`src/hw/xbu_pkg.sv`:
```
// Package for the external bus unit: modes, timing fields, config layout.
// Assumes a single 20 MHz core clock; used with package:: scoping only.
package xbu_pkg;

  localparam int NUM_WIN = 4;
  localparam int ADDR_W = 24;
  localparam int DATA_W = 16;
  localparam int HI_W = 8;
  localparam int CLK_MHZ = 20;
  localparam int CLK_PERIOD_NS = 1000 / CLK_MHZ;

  // Bus mode encoding of a configuration
  localparam logic [1:0] MODE_DEMUX16 = 2'h0;
  localparam logic [1:0] MODE_MUX16 = 2'h1;
  localparam logic [1:0] MODE_MUX8 = 2'h2;
  localparam logic [1:0] MODE_DEMUX8 = 2'h3;

  // Address space restriction encoding
  localparam logic [1:0] SPACE_16M = 2'h0;
  localparam logic [1:0] SPACE_1M = 2'h1;
  localparam logic [1:0] SPACE_256K = 2'h2;
  localparam logic [1:0] SPACE_64K = 2'h3;

  // Upper address lines kept per restriction
  localparam logic [7:0] HI_MASK_16M = 8'hFF;
  localparam logic [7:0] HI_MASK_1M = 8'h0F;
  localparam logic [7:0] HI_MASK_256K = 8'h03;
  localparam logic [7:0] HI_MASK_64K = 8'h00;

  localparam logic [3:0] TIMING_RESET = 4'h0;
  localparam logic [15:0] WIN_SEL_RESET = 16'h0000;

  typedef struct packed {
    logic enable;
    logic [1:0] mode;
    logic [3:0] cycle_wait;
    logic [1:0] tristate_wait;
    logic long_latch;
    logic strobe_delay;
    logic ready_en;
    logic ready_pol;
  } xbu_cfg_t;

  // Window: base in the upper 12 address bits, size as log2 of 4K blocks
  typedef struct packed {
    logic [11:0] base;
    logic [3:0] size;
  } xbu_win_t;

  localparam xbu_cfg_t CFG_RESET = '{1'b0, MODE_DEMUX16, TIMING_RESET,
                                     2'h0, 1'b0, 1'b0, 1'b0, 1'b0};

  typedef struct packed {
    logic req;
    logic write;
    logic [23:0] addr;
    logic [15:0] wdata;
  } xbu_req_t;

endpackage

```
`src/hw/xbu_top.sv`:
```
// External bus unit: runs every external access of the core.
// Assumes core requests are synchronous and held until done_o.
`timescale 1ns/1ns
module xbu_top (
  // Clock and reset
  input wire logic core_clk_i,
  input wire logic rst_i,
  // Configuration
  input wire logic single_chip_i,
  input wire xbu_pkg::xbu_cfg_t default_bus_config_i,
  input wire xbu_pkg::xbu_cfg_t [3:0] bus_window_config_i,
  input wire xbu_pkg::xbu_win_t [3:0] address_window_select_i,
  input wire logic [1:0] space_sel_i,
  input wire logic chip_select_timing_bit_i,
  input wire logic arbitration_enable_bit_i,
  input wire logic arbitration_pin_direction_bit_i,
  // Core side
  input wire xbu_pkg::xbu_req_t core_req_i,
  output logic done_o,
  output logic [15:0] rdata_o,
  output logic busy_o,
  // External bus
  output logic [15:0] address_output_port_o,
  output logic [7:0] upper_addr_o,
  output logic [15:0] shared_data_port_o,
  output logic shared_data_port_oe_n_o,
  input wire logic [15:0] shared_data_port_i,
  output logic addr_latch_o,
  output logic rd_n_o,
  output logic wr_n_o,
  output logic [4:0] chip_select_lines_n_o,
  input wire logic ready_i,
  // Arbitration
  input wire logic hold_req_n_i,
  output logic hold_ack_n_o,
  output logic hold_ack_oe_n_o,
  input wire logic hold_ack_n_i,
  output logic bus_request_out_n_o,
  output logic bus_float_o
);

  typedef enum logic [2:0] {
    ST_IDLE, ST_LATCH, ST_DELAY, ST_STROBE, ST_TRI, ST_HELD
  } xbu_state_t;

  // Highest priority matching window; 4 means none (default region)
  function automatic logic [2:0] pick_window(
    input logic [23:0] a,
    input xbu_pkg::xbu_win_t [3:0] w,
    input xbu_pkg::xbu_cfg_t [3:0] c
  );
    logic [2:0] r;
    logic [3:0] hit;
    logic [11:0] m;
    r = 3'h4;
    for (int i = 0; i < 4; i++) begin
      m = 12'hFFF << w[i].size;
      hit[i] = c[i].enable && ((a[23:12] & m) == (w[i].base & m));
    end
    // Fixed order: 1 beats 0, 3 beats 2, then the upper pair first
    if (hit[3]) begin
      r = 3'h3;
    end else if (hit[2]) begin
      r = 3'h2;
    end else if (hit[1]) begin
      r = 3'h1;
    end else if (hit[0]) begin
      r = 3'h0;
    end
    return r;
  endfunction

  function automatic logic [7:0] hi_mask(input logic [1:0] s);
    logic [7:0] m;
    case (s)
      xbu_pkg::SPACE_1M: m = xbu_pkg::HI_MASK_1M;
      xbu_pkg::SPACE_256K: m = xbu_pkg::HI_MASK_256K;
      xbu_pkg::SPACE_64K: m = xbu_pkg::HI_MASK_64K;
      default: m = xbu_pkg::HI_MASK_16M;
    endcase
    return m;
  endfunction

  ////////////////////////////////////////////////////////////////////////////
  xbu_state_t state_reg, state_next;
  xbu_pkg::xbu_cfg_t cfg_reg, cfg_next;
  logic [2:0] win_reg, win_next;
  logic [4:0] cnt_reg, cnt_next;
  logic [23:0] addr_reg, addr_next;
  logic [15:0] wdata_reg, wdata_next;
  logic write_reg, write_next;
  logic done_reg, done_next;
  logic [15:0] rdata_reg, rdata_next;
  logic [15:0] aport_reg, aport_next;
  logic [7:0] upper_reg, upper_next;
  logic [15:0] dport_reg, dport_next;
  logic doe_n_reg, doe_n_next;
  logic ale_reg, ale_next;
  logic rd_n_reg, rd_n_next;
  logic wr_n_reg, wr_n_next;
  logic [4:0] cs_n_reg, cs_n_next;
  logic [4:0] cs_pend_reg, cs_pend_next;
  logic hold_acknowledge_n_reg, hold_acknowledge_n_next;
  logic bus_request_out_n_reg, bus_request_out_n_next;
  logic float_reg, float_next;
  logic hold_oe_n_reg, hold_oe_n_next;

  logic slave_mode;
  logic ready_active;
  logic hold_wanted;
  logic [2:0] win_sel;
  xbu_pkg::xbu_cfg_t cfg_sel;
  logic [4:0] cs_decode;
  logic mux_mode;
  logic byte_mode;

  assign slave_mode = arbitration_pin_direction_bit_i;
  assign hold_wanted = arbitration_enable_bit_i && !slave_mode
                       && !hold_req_n_i;
  assign win_sel = pick_window(core_req_i.addr, address_window_select_i,
                               bus_window_config_i);
  assign cfg_sel = (win_sel == 3'h4) ? default_bus_config_i
                   : bus_window_config_i[win_sel[1:0]];
  assign ready_active = (ready_i == cfg_reg.ready_pol);
  assign mux_mode = (cfg_reg.mode == xbu_pkg::MODE_MUX16) ||
                    (cfg_reg.mode == xbu_pkg::MODE_MUX8);
  assign byte_mode = (cfg_reg.mode == xbu_pkg::MODE_MUX8) ||
                     (cfg_reg.mode == xbu_pkg::MODE_DEMUX8);

  always_comb begin
    cs_decode = 5'h1F;
    cs_decode[win_reg] = 1'b0;
  end

  ////////////////////////////////////////////////////////////////////////////
  always_comb begin
    state_next = state_reg;
    cfg_next = cfg_reg;
    win_next = win_reg;
    cnt_next = cnt_reg;
    addr_next = addr_reg;
    wdata_next = wdata_reg;
    write_next = write_reg;
    done_next = 1'b0;
    rdata_next = rdata_reg;
    aport_next = aport_reg;
    upper_next = upper_reg;
    dport_next = dport_reg;
    doe_n_next = doe_n_reg;
    ale_next = 1'b0;
    rd_n_next = rd_n_reg;
    wr_n_next = wr_n_reg;
    cs_n_next = cs_n_reg;
    cs_pend_next = cs_pend_reg;
    hold_acknowledge_n_next = hold_acknowledge_n_reg;
    bus_request_out_n_next = 1'b1;
    float_next = float_reg;
    hold_oe_n_next = slave_mode;
    // Slave: request the bus while a core access waits for the ack
    if (arbitration_enable_bit_i && slave_mode) begin
      bus_request_out_n_next = !(core_req_i.req && !single_chip_i
                      && hold_ack_n_i);
    end
    // Delayed chip select lands one cycle after latch rise
    if (cs_pend_reg != 5'h1F) begin
      cs_n_next = cs_pend_reg;
      cs_pend_next = 5'h1F;
    end
    case (state_reg)
      ST_IDLE: begin
        if (hold_wanted) begin
          float_next = 1'b1;
          doe_n_next = 1'b1;
          hold_acknowledge_n_next = 1'b0;
          state_next = ST_HELD;
        end else if (core_req_i.req && single_chip_i) begin
          done_next = 1'b1;
        end else if (core_req_i.req && !(arbitration_enable_bit_i &&
                     slave_mode && hold_ack_n_i)) begin
          float_next = 1'b0;
          cfg_next = cfg_sel;
          win_next = win_sel;
          addr_next = core_req_i.addr & {hi_mask(space_sel_i),
                                         16'hFFFF};
          wdata_next = core_req_i.wdata;
          write_next = core_req_i.write;
          cnt_next = {4'h0, cfg_sel.long_latch};
          state_next = ST_LATCH;
        end
      end
      ST_LATCH: begin
        ale_next = 1'b1;
        upper_next = addr_reg[23:16];
        aport_next = addr_reg[15:0];
        if (mux_mode) begin
          dport_next = addr_reg[15:0];
          doe_n_next = 1'b0;
        end else begin
          doe_n_next = !write_reg;
          dport_next = byte_mode ? {8'h00, wdata_reg[7:0]} : wdata_reg;
        end
        // Chip select timed from the latch rise, not from its end
        if (!ale_reg) begin
          if (chip_select_timing_bit_i) begin
            cs_n_next = cs_decode;
          end else begin
            cs_pend_next = cs_decode;
          end
        end
        if (cnt_reg == 5'h0) begin
          cnt_next = {4'h0, cfg_reg.strobe_delay};
          state_next = ST_DELAY;
        end else begin
          cnt_next = cnt_reg - 5'h1;
        end
      end
      ST_DELAY: begin
        if (mux_mode) begin
          doe_n_next = !write_reg;
          dport_next = byte_mode ? {8'h00, wdata_reg[7:0]} : wdata_reg;
        end
        if (cnt_reg == 5'h0) begin
          rd_n_next = write_reg;
          wr_n_next = !write_reg;
          cnt_next = {1'b0, cfg_reg.cycle_wait};
          state_next = ST_STROBE;
        end else begin
          cnt_next = cnt_reg - 5'h1;
        end
      end
      ST_STROBE: begin
        if (cnt_reg != 5'h0) begin
          cnt_next = cnt_reg - 5'h1;
        end else if (!cfg_reg.ready_en || ready_active) begin
          rd_n_next = 1'b1;
          wr_n_next = 1'b1;
          rdata_next = byte_mode ? {8'h00, shared_data_port_i[7:0]}
                       : shared_data_port_i;
          done_next = 1'b1;
          doe_n_next = 1'b1;
          cs_n_next = 5'h1F;
          cnt_next = {3'h0, cfg_reg.tristate_wait};
          state_next = ST_TRI;
        end
      end
      ST_TRI: begin
        if (cnt_reg == 5'h0) begin
          state_next = ST_IDLE;
        end else begin
          cnt_next = cnt_reg - 5'h1;
        end
      end
      ST_HELD: begin
        if (hold_req_n_i || !arbitration_enable_bit_i) begin
          hold_acknowledge_n_next = 1'b1;
          float_next = 1'b0;
          state_next = ST_IDLE;
        end
      end
      default: state_next = ST_IDLE;
    endcase
  end

  always_ff @(posedge core_clk_i) begin
    if (rst_i) begin
      state_reg <= ST_IDLE;
      cfg_reg <= xbu_pkg::CFG_RESET;
      win_reg <= 3'h4;
      cnt_reg <= 5'h0;
      addr_reg <= 24'h000000;
      wdata_reg <= 16'h0000;
      write_reg <= 1'b0;
      done_reg <= 1'b0;
      rdata_reg <= 16'h0000;
      aport_reg <= 16'h0000;
      upper_reg <= 8'h00;
      dport_reg <= 16'h0000;
      doe_n_reg <= 1'b1;
      ale_reg <= 1'b0;
      rd_n_reg <= 1'b1;
      wr_n_reg <= 1'b1;
      cs_n_reg <= 5'h1F;
      cs_pend_reg <= 5'h1F;
      hold_acknowledge_n_reg <= 1'b1;
      bus_request_out_n_reg <= 1'b1;
      float_reg <= 1'b0;
      hold_oe_n_reg <= 1'b0;
    end else begin
      state_reg <= state_next;
      cfg_reg <= cfg_next;
      win_reg <= win_next;
      cnt_reg <= cnt_next;
      addr_reg <= addr_next;
      wdata_reg <= wdata_next;
      write_reg <= write_next;
      done_reg <= done_next;
      rdata_reg <= rdata_next;
      aport_reg <= aport_next;
      upper_reg <= upper_next;
      dport_reg <= dport_next;
      doe_n_reg <= doe_n_next;
      ale_reg <= ale_next;
      rd_n_reg <= rd_n_next;
      wr_n_reg <= wr_n_next;
      cs_n_reg <= cs_n_next;
      cs_pend_reg <= cs_pend_next;
      hold_acknowledge_n_reg <= hold_acknowledge_n_next;
      bus_request_out_n_reg <= bus_request_out_n_next;
      float_reg <= float_next;
      hold_oe_n_reg <= hold_oe_n_next;
    end
  end

  ////////////////////////////////////////////////////////////////////////////
  // Half-cycle chip select delay is rounded up to one full clock here
  assign done_o = done_reg;
  assign rdata_o = rdata_reg;
  assign busy_o = float_reg;
  assign address_output_port_o = aport_reg;
  assign upper_addr_o = upper_reg;
  assign shared_data_port_o = dport_reg;
  assign shared_data_port_oe_n_o = doe_n_reg;
  assign addr_latch_o = ale_reg;
  assign rd_n_o = rd_n_reg;
  assign wr_n_o = wr_n_reg;
  assign chip_select_lines_n_o = cs_n_reg;
  assign hold_ack_n_o = hold_acknowledge_n_reg;
  assign hold_ack_oe_n_o = hold_oe_n_reg;
  assign bus_request_out_n_o = bus_request_out_n_reg;
  assign bus_float_o = float_reg;

endmodule

```
`config.mk`:
```
export PLATFORM = sky130hd
export DESIGN_NAME = xbu_top
export DESIGN_NICKNAME = d
export VERILOG_FILES = /design/src/hw/xbu_pkg.sv /design/src/hw/xbu_top.sv
export SDC_FILE = /design/constraint.sdc
export NUM_CORES = 1
export LEC_CHECK = 0
export BUFFER_PORTS_ARGS = -buffer_cell sky130_fd_sc_hd__buf_2
export CORE_MARGIN = 3
export CORE_UTILIZATION = 30
export CTS_BUF_LIST = sky130_fd_sc_hd__clkbuf_8
export DETAILED_ROUTE_END_ITERATION = 10
export SLEW_MARGIN = 20
export SYNTH_ARGS = -nofsm -noshare
export SYNTH_HDL_FRONTEND = slang
export SYNTH_SLANG_ARGS = --single-unit
```
`constraint.sdc`:
```
create_clock -name core_clk_i -period 4.5 [get_ports core_clk_i]
set_input_delay 0.9 -clock core_clk_i [delete_from_list [all_inputs] [get_ports core_clk_i]]
set_output_delay 0.9 -clock core_clk_i [all_outputs]
set_load 0.01 [all_outputs]
```
==> results.py, run 1 <==
metrics = {
    "clocking": {
        "ctsResizeCount": 0,
        "cts_sinks": 138,
        "cts_setup_buffers": 0,
        "clock_path_buffers": 2,
        "insertion_delay_ns": 0.45,
        "cts_buffers": 17,
        "path_clk_slew_ns": 0.09,
        "h-tree-depth": 4,
        "tritoncts": "done",
        "root_buffer": "clkbuf_8",
        "ctsHoldBuffers": 0,
    },
    "logic_synthesis": {
        "postSynthCellCount": 913,
        "ys_seq_area_share_pct": 39.1,
        "synth_cell_types": 63,
        "yosysTopAreaCell": "dfxtp_1",
        "async_reset_ff_share_pct": 0,
        "ys_warn_count": 0,
        "syn_area_um2": 7070,
        "synth_seq_cells": 138,
        "avgSynthCellArea_um2": 7.74,
        "synth.area.top_cells": "dfxtp_1, nand2_1, a21oi_1",
        "synth_flop_cell": "dfxtp_1",
        "synth_nets": 1114,
        "synth_edf_count": 0,
        "synth_top_area_share_pct": 39.1,
    },
    "die": {
        "dieArea_um2": 25400,
        "io_pins": 269,
        "die_y_um": 160,
        "std_cell_rows": 55,
        "die_x_um": 160,
        "start_util_pct": 30.8,
        "core_area_um2": 22900,
    },
    "power": {
        "power_leakage_nw": 3.68,
        "vdd_drop_max_uv": 170,
        "power.density_nw_per_um2": 433,
        "total_power_mw": 3.92,
    },
    "min_path": {
        "hp-class": "reg -> reg",
        "hold_path_depth": 2,
    },
    "timing": {
        "fin_worst_hold_slack_ns": 0.449,
        "fin_crit_ns": 2.86,
        "finalCritPeriodShare_pct": 63.6,
        "rsz0062_at_grt": "no",
        "fmax_mhz": 350,
        "setup_violations": 0,
        "slew_headroom_pct": 30.5,
        "worstMarginPinSlew_ns": 1.03,
        "fin_setup_tns_ns": 0,
        "hold_violations": 0,
        "skew_ns": 0.0172,
        "drv_slew": 0,
    },
    "detailed_routing": {
        "ant_nets": 0,
        "drtIter0Drc": 469,
        "drt-wirelength-per-cell_um": 16.3,
        "vias_per_cell": 4.99,
        "wl_um": 23900,
        "dr_total_vias": 7314,
        "drc": 0,
        "dr.pass1.iters": 7,
    },
    "global_route": {
        "grt_pass1_wl_um": 37700,
        "grt_pass1_vias": 7066,
        "grt_start_max_net_pins": 78,
        "antenna_found_initial": 0,
        "grt-ovfl-total": 0,
        "grt_usage_pct": 18.4,
    },
    "final_layout": {
        "largest_reg_flops": 24,
        "fin_cells": 1467,
        "n_fill_cell": 2430,
        "layout-drive-gt1-share_pct": 28.8,
        "antenna_cells": 0,
        "multi_input_area_um2": 3950,
        "nets": 1342,
        "area_delta_synth_final_pct": 28.0,
        "seqCellArea_um2": 2760,
    },
    "critical_path": {
        "worstSetupStartpointType": "flop",
        "cp_max_fo": 16,
        "path_class": "reg -> reg",
        "crit_required_ns": 4.79,
        "cp-end-kind": "flop",
        "critPathArrivalTime_ns": 3.15,
        "reg2regPathDepth": 6,
    },
    "placement": {
        "portBuffers": 267,
        "place_inst": 1435,
        "dp_hpwl_um": 17700,
        "place_congestion": 0.877,
    },
    "outcome": {
        "status": "finished, final reports clean",
    },
    "run": {
        "maxCapViolations": 0,
    },
}
synth_stat cells (all sizes together) (6+ instances only):
library cell and instances:
nand2 214, dfxtp 138, a21oi 109, nor2 53
clkbuf 43, nand3 33, buf 28, o21ai 28
xor2 28, inv 21, xnor2 21, a311oi 17
nor4 14, o41ai 14, nor3 12, nand2b 11
a31oi 9, nor3b 9, o211ai 9, mux2i 6
o2111ai 6, or3 6, or4bb 6
cells in the final DEF (no fill, tap or decap), types with 4 or more instances in the layout:
cell type / Yosys / layout
buf_2: 20 / 266
nand2_1: 214 / 213
dfxtp_1: 138 / 138
a21oi_1: 107 / 106
nor2_1: 53 / 51
nand3_1: 33 / 33
xor2_1: 28 / 28
inv_1: 21 / 21
xnor2_1: 20 / 20
o21ai_0: 20 / 20
a311oi_1: 17 / 17
clkbuf_8: 0 / 17
nor4_1: 14 / 14
o41ai_1: 14 / 14
buf_4: 3 / 14
nand2b_1: 11 / 11
nor3_1: 11 / 11
nor3b_1: 9 / 9
a31oi_1: 9 / 9
o211ai_1: 8 / 8
o21ai_1: 8 / 8
or3_1: 6 / 6
or4bb_1: 6 / 6
o2111ai_1: 6 / 6
mux2i_1: 6 / 6
nor2b_1: 5 / 5
a22oi_1: 5 / 5
a21o_1: 5 / 5
a311o_1: 5 / 5
o31ai_1: 5 / 5
nand3b_1: 5 / 5
inv_6: 0 / 5
nand4_1: 4 / 4
and2_1: 4 / 4
or2_2: 4 / 4
inv_8: 0 / 4
area by class of cell:
class / instances / share of cell area (%)
clock buffers: 17 / 2.59
clock inverters: 15 / 2.19
inverters: 21 / 0.871
multi-input cells: 683 / 43.6
flip-flops and latches: 138 / 30.5
well taps: 313 / 4.33
repair buffers: 280 / 15.9
critical path, stage by stage, from the launching register on:
cell and delay [ns]:
dfxtp_1 0.35, inv_1 0.06, ha_1 0.21, nor4b_1 0.85, nand4_1 0.87, nand2_1 0.28
a21oi_1 0.09
power by group:
group | switching [mW] | internal (mW) | leakage [nW]
logic | 0.796 | 0.485 | 2.34
clock network | 0.585 | 0.526 | 0.215
registers | 0.139 | 1.39 | 1.12
per-stage QoR:
stage	util, %	cell area, µm²	setup slack, ns
floorplan	-	7070	1.81
global placement	37.6	8610	1.24
detailed placement	37.6	8610	1.22
CTS	39.5	9040	1.63
global route	39.5	9050	1.31
finish	39.5	9050	1.64
routing by layer:
layer / track usage (%) / part of all wire, % / vias up
met4: 6.33 / 2.7 / 0
met2: 29.7 / 47 / 256
met3: 5.15 / 6.9 / 42
met5: 0 / 0 / -
li1: - / - / 3673
met1: 23.6 / 44 / 3343
logic make-up (layout without fill, tap and decap cells):
logic type,after synthesis,count (layout),synth area share (%)
AO/OA/AOI/OAI,238,238,22.4
XOR/XNOR,49,49,6.34
adder cells (fa/ha/maj),3,3,0.531
buffers and inverters,92,333,5.73
flip-flops,138,138,39.1
multiplexers,8,8,1.17
AND/OR/NAND/NOR,385,385,24.8
path summary, 6_finish.rpt:
check | from | endpoint | slack (ns)
setup / recovery | cnt_reg[0] | rdata_o[0] | 1.64
hold / removal | addr_reg[16] | upper_addr_o[0] | 0.45
setup reg to reg | cnt_reg[0] | rdata_o[0] | 1.64
hold reg to reg | addr_reg[16] | upper_addr_o[0] | 0.45
Note: power is estimated with default switching activity, not from simulation.
==> run 2, diff against run 1 <==
clock period = 2.3 ns   (was 4.5 ns; I/O delays follow)
==> run 2 against run 1 <==
  * Via count grew 3.1%
  * Final cell count grew 4.1%
  * Clock power grew 86%
  * Critical path type unchanged
==> results.py, run 2 (synthesis gave the netlist of run 1 again) <==
metrics = {
    "outcome": {
        "status": "finished, final reports clean",
    },
    "power": {
        "power_leakage_nw": 3.99,
        "p_seq_share_pct": 37.3,
        "switchingPower_mw": 2.96,
        "vdd_drop_max_uv": 369,
        "power_switching_share_pct": 37.8,
        "cellInternalPower_mw": 4.87,
        "p_comb_share_pct": 36.2,
        "p_clk_share_pct": 26.5,
        "power.density_nw_per_um2": 818,
    },
    "final_layout": {
        "multi_input_area_um2": 3970,
        "n_fill_cell": 2376,
        "final_common_cell": "buf_2",
        "nets": 1401,
        "fin_cells": 1527,
        "layout_common_cells": "buf_2, nand2_1, dfxtp_1",
        "layout-drive-gt1-share_pct": 32.3,
        "seqCellArea_um2": 2760,
        "final_area_um2": 9570,
        "largest_reg_flops": 24,
        "area_delta_synth_final_pct": 35.4,
    },
    "critical_path": {
        "cp_slowest_cell": "or3_1",
        "slowest_delay_ns": 0.46,
        "critPathArrivalTime_ns": 2.49,
        "worstSetupStartpointType": "flop",
        "path_class": "reg -> reg",
        "cp_max_fo": 11,
        "worstPathCellList": "or3_1 > nor2_1 > nand2_2 > nor2_1 > buf_4 > o41ai_1 > buf_4 > o21ai_1",
        "cp-end-kind": "flop",
        "crit_required_ns": 2.68,
    },
    "die": {
        "die_y_um": 160,
        "die_x_um": 160,
        "io_pins": 269,
        "start_util_pct": 30.8,
        "core_area_um2": 22900,
        "dieArea_um2": 25400,
        "std_cell_rows": 55,
    },
    "global_route": {
        "grt_start_max_net_pins": 60,
        "use_met3_pct": 4.47,
        "grt-ovfl-total": 0,
        "top_usage_layer": "met2",
        "grt_use_met1_pct": 24.8,
        "met2_usage_pct": 31.2,
        "grt_usage_pct": 18.8,
        "grt_pass1_wl_um": 38700,
        "antenna_found_initial": 0,
        "grt_pass1_vias": 7213,
    },
    "timing": {
        "worstMarginPinSlew_ns": 0.829,
        "fin_crit_ns": 2.11,
        "drv_slew": 0,
        "setup_violations": 0,
        "fmax_mhz": 474,
        "setup_ws_ns": 0.189,
        "skew_ns": 0.0144,
        "finalCritPeriodShare_pct": 91.8,
        "slew_headroom_pct": 44.5,
        "hold_violations": 0,
    },
    "detailed_routing": {
        "vias_per_cell": 4.94,
        "dr.pass1.iters": 5,
        "wl_um": 24800,
        "drc": 0,
        "ant_nets": 0,
        "drtIter0Drc": 528,
        "drt-wirelength-per-cell_um": 16.3,
        "dr_total_vias": 7543,
    },
    "placement": {
        "placed_area_um2": 9140,
        "place_inst": 1494,
        "place_congestion": 0.855,
        "place_ws_ns": -0.269,
        "dp_hpwl_um": 18800,
        "portBuffers": 267,
    },
    "run": {
        "maxCapViolations": 0,
    },
    "clocking": {
        "tritoncts": "done",
        "ctsHoldBuffers": 0,
        "root_buffer": "clkbuf_8",
        "insertion_delay_ns": 0.45,
        "h-tree-depth": 4,
        "cts_buffers": 17,
        "clock_path_buffers": 2,
        "path_clk_slew_ns": 0.09,
        "cts_sinks": 138,
    },
    "min_path": {
        "hp-class": "in -> reg",
    },
}
[run 2: through the flow]
stage | total power, mW | setup TNS (ns) | hold WS, ns | utilization, %
floorplan | 4.64 | 0 | 0.419 | -
global placement | 5.73 | -2.58 | 0.437 | 39.9
detailed placement | 5.77 | -3.07 | 0.441 | 39.9
CTS | 7.86 | 0 | 0.179 | 41.7
global route | 8.36 | -0.00635 | 0.186 | 41.8
finish | 7.83 | 0 | 0.214 | 41.8
[run 2: layout make-up]
type / instances / share of cell area, %
Multi-Input combinational cell: 683 / 41.4
Sequential cell: 138 / 28.9
Timing Repair Buffer: 339 / 20.5
Tap cell: 313 / 4.09
Clock buffer: 18 / 2.59
Clock inverter: 14 / 1.66
Inverter: 21 / 0.823
Antenna cell: 1 / 0.0261
[run 2: path summary, 6_finish.rpt]
| check | slack, ns | to | cells past startpoint | start |
|---|---|---|---|---|
| setup / recovery | 0.19 | cfg_reg[7] | 8 | state_reg[0] |
| hold / removal | 0.21 | bus_request_out_n_o | 2 | arbitration_enable_bit_i |
| setup reg to reg | 0.19 | cfg_reg[7] | 8 | state_reg[0] |
| hold reg to reg | 0.45 | rdata_o[8] | 2 | rdata_o[8] |
[run 2: worst max-delay path: cells and delay by family, from the launching register on]
kind | cells | cell delay, ns
compound gates | 2 | 0.21
buf+inv | 2 | 0.35
flops | 1 | 0.32
simple gates | 4 | 1.17
[run 2: timing repair]
| item | CTS | global route |
|---|---|---|
| setup endpoints to repair | 0 | 3 |
| buffers inserted | 0 | 0 |
| resized for setup | 0 | 3 |
[run 2: power by group through the flow]
stage / logic [mW] / registers, mW / clock network, mW
global placement: 2.77 / 2.97 / 0
finish: 2.83 / 2.92 / 2.07
global route: 3.14 / 2.97 / 2.25
floorplan: 1.62 / 3.02 / 0
detailed placement: 2.79 / 2.97 / 0
CTS: 2.81 / 2.92 / 2.14
[run 2: layer usage]
metal | part of all wire [%] | vias up
li1 | - | 3786
met1 | 44 | 3451
met2 | 48 | 277
met4 | 1.6 | 0
met3 | 6.3 | 29
met5 | 0 | -
==> run 3, diff against run 2 <==
BUFFER_PORTS_ARGS = default   (was -buffer_cell sky130_fd_sc_hd__buf_2)
DONT_BUFFER_PORTS = 1   (was default)
clock period = 2.39 ns   (was 2.3 ns; I/O delays follow)
==> run 3 against run 2 <==
  * Hold slack got worse by 0.11 ns
  * Critical endpoint is now state_reg[0]
  * Via count decreased by 14%
  * Critical path type unchanged
  * Setup slack got worse by 0.017 ns
  * Utilization decreased by 7.3 points
  * Clock skew is 0.0040 ns lower
  * Wire length shrank 7.4%
  * Die area is the same
  * Largest cell class unchanged
  * Sequential share of layout area rose by 6.1 points
  * Sequential power grew 1%
  * Critical path depth fell by 1
==> results.py, run 3 (synthesis gave the netlist of run 1 again) <==
metrics = {
    "final_layout": {
        "final_area_um2": 7910,
        "largest_reg_flops": 24,
        "layout-drive-gt1-share_pct": 9.15,
        "layout_common_cells": "nand2_1, dfxtp_1, a21oi_1",
        "nets": 1096,
        "n_fill_cell": 2426,
        "fin_cells": 1221,
        "final_common_cell": "nand2_1",
        "area_delta_synth_final_pct": 11.9,
    },
    "clocking": {
        "tritoncts": "done",
        "cts_sinks": 138,
        "ctsHoldBuffers": 0,
        "path_clk_slew_ns": 0.08,
        "cts_setup_buffers": 0,
        "insertion_delay_ns": 0.44,
        "clock_path_buffers": 2,
        "ctsResizeCount": 0,
        "h-tree-depth": 4,
        "cts_buffers": 17,
        "root_buffer": "clkbuf_8",
    },
    "power": {
        "power.density_nw_per_um2": 891,
        "power_leakage_nw": 2.66,
        "total_power_mw": 7.05,
        "vdd_drop_max_uv": 304,
    },
    "critical_path": {
        "path_class": "reg -> reg",
        "slowest_delay_ns": 0.49,
        "worstPathCellList": "or3_1 > nor2_1 > buf_4 > nand2_1 > o211ai_1 > nor3_1 > a2111oi_0",
        "cp-end-kind": "flop",
        "crit_required_ns": 2.68,
        "worstSetupStartpointType": "flop",
        "cp_slowest_cell": "a2111oi_0",
        "critPathArrivalTime_ns": 2.51,
        "crit_family": "simple AND/OR/NAND/NOR gates",
        "cp_max_fo": 6,
        "path_buf_inv": 1,
    },
    "die": {
        "dieArea_um2": 25400,
        "std_cell_rows": 55,
        "die_x_um": 160,
        "die_y_um": 160,
        "start_util_pct": 30.8,
        "core_area_um2": 22900,
        "io_pins": 269,
    },
    "min_path": {
        "hp-class": "in -> reg",
    },
    "placement": {
        "place_congestion": 0.856,
        "place_inst": 1189,
        "portBuffers": 0,
        "place_ws_ns": -0.0966,
        "placed_area_um2": 7510,
        "dp_hpwl_um": 17000,
    },
    "detailed_routing": {
        "dr_total_vias": 6522,
        "drtIter0Drc": 412,
        "drc": 0,
        "wl_um": 23000,
        "ant_nets": 0,
        "drt-wirelength-per-cell_um": 18.8,
        "vias_per_cell": 5.34,
        "dr.pass1.iters": 5,
    },
    "timing": {
        "fin_crit_ns": 2.22,
        "slew_headroom_pct": 51.1,
        "worstMarginPinSlew_ns": 0.731,
        "drv_slew": 0,
        "setup_violations": 0,
        "finalCritPeriodShare_pct": 92.8,
        "skew_ns": 0.0104,
        "hold_violations": 0,
        "fmax_mhz": 451,
        "rsz0062_at_grt": "no",
        "setup_ws_ns": 0.172,
    },
    "global_route": {
        "grt_pass1_vias": 6201,
        "grt_pass1_wl_um": 34800,
        "grt-ovfl-total": 0,
        "grt_usage_pct": 17.3,
        "grt_start_max_net_pins": 121,
        "antenna_found_initial": 1,
    },
    "run": {
        "maxCapViolations": 0,
    },
    "outcome": {
        "status": "finished, final reports clean",
    },
}
==> run 3: changes by cell type in the layout (fill, tap and decap cells not counted), sizes merged <==
cell,change
buf,-305
clkinv,-2
clkbuf,+1
==> run 3: area by class of cell <==
cell class | instances | area, µm² | share of cell area (%)
antenna | 1 | 2.50 | 0.0316
clock buffer | 19 | 262 | 3.31
clock inverter | 12 | 139 | 1.76
inverter | 21 | 78.8 | 0.996
multi-input combinational | 683 | 3950 | 49.9
sequential | 138 | 2760 | 34.9
tap | 313 | 392 | 4.95
timing repair buffer | 34 | 330 | 4.18
==> run 3: metal layers <==
metal  part of all wire, %  wire length (µm)  track usage, %  up-vias
met2                    48             11000            28.8      298
met3                   7.5              1720            5.12       28
met4                   2.3               528            5.57        0
li1                      -                 -               -     3163
met5                     0                 0               0        -
met1                    43              9780            21.5     3033
==> run 3: path summary, 6_finish.rpt <==
path | from | endpoint | slack (ns) | cells past startpoint
worst min register to register | addr_reg[19] | upper_addr_o[3] | 0.45 | 2
worst min-delay path | arbitration_enable_bit_i | bus_request_out_n_o | 0.10 | 1
worst max-delay path | state_reg[1] | state_reg[0] | 0.17 | 7
worst max register to register | state_reg[1] | state_reg[0] | 0.17 | 7
==> run 3: where the power goes <==
part | switching [mW] | internal [mW] | total, mW
clock | 0.985 | 0.994 | 1.98
sequential | 0.354 | 2.61 | 2.96
combinational | 1.28 | 0.825 | 2.10
==> run 3: stage by stage <==
stage | TNS [ns] | hold slack [ns] | util, %
floorplan | 0 | 0.419 | -
global placement | -0.535 | 0.436 | 32.8
detailed placement | -0.574 | 0.441 | 32.8
CTS | 0 | 0.0672 | 34.5
global route | 0 | 0.0667 | 34.5
finish | 0 | 0.103 | 34.5
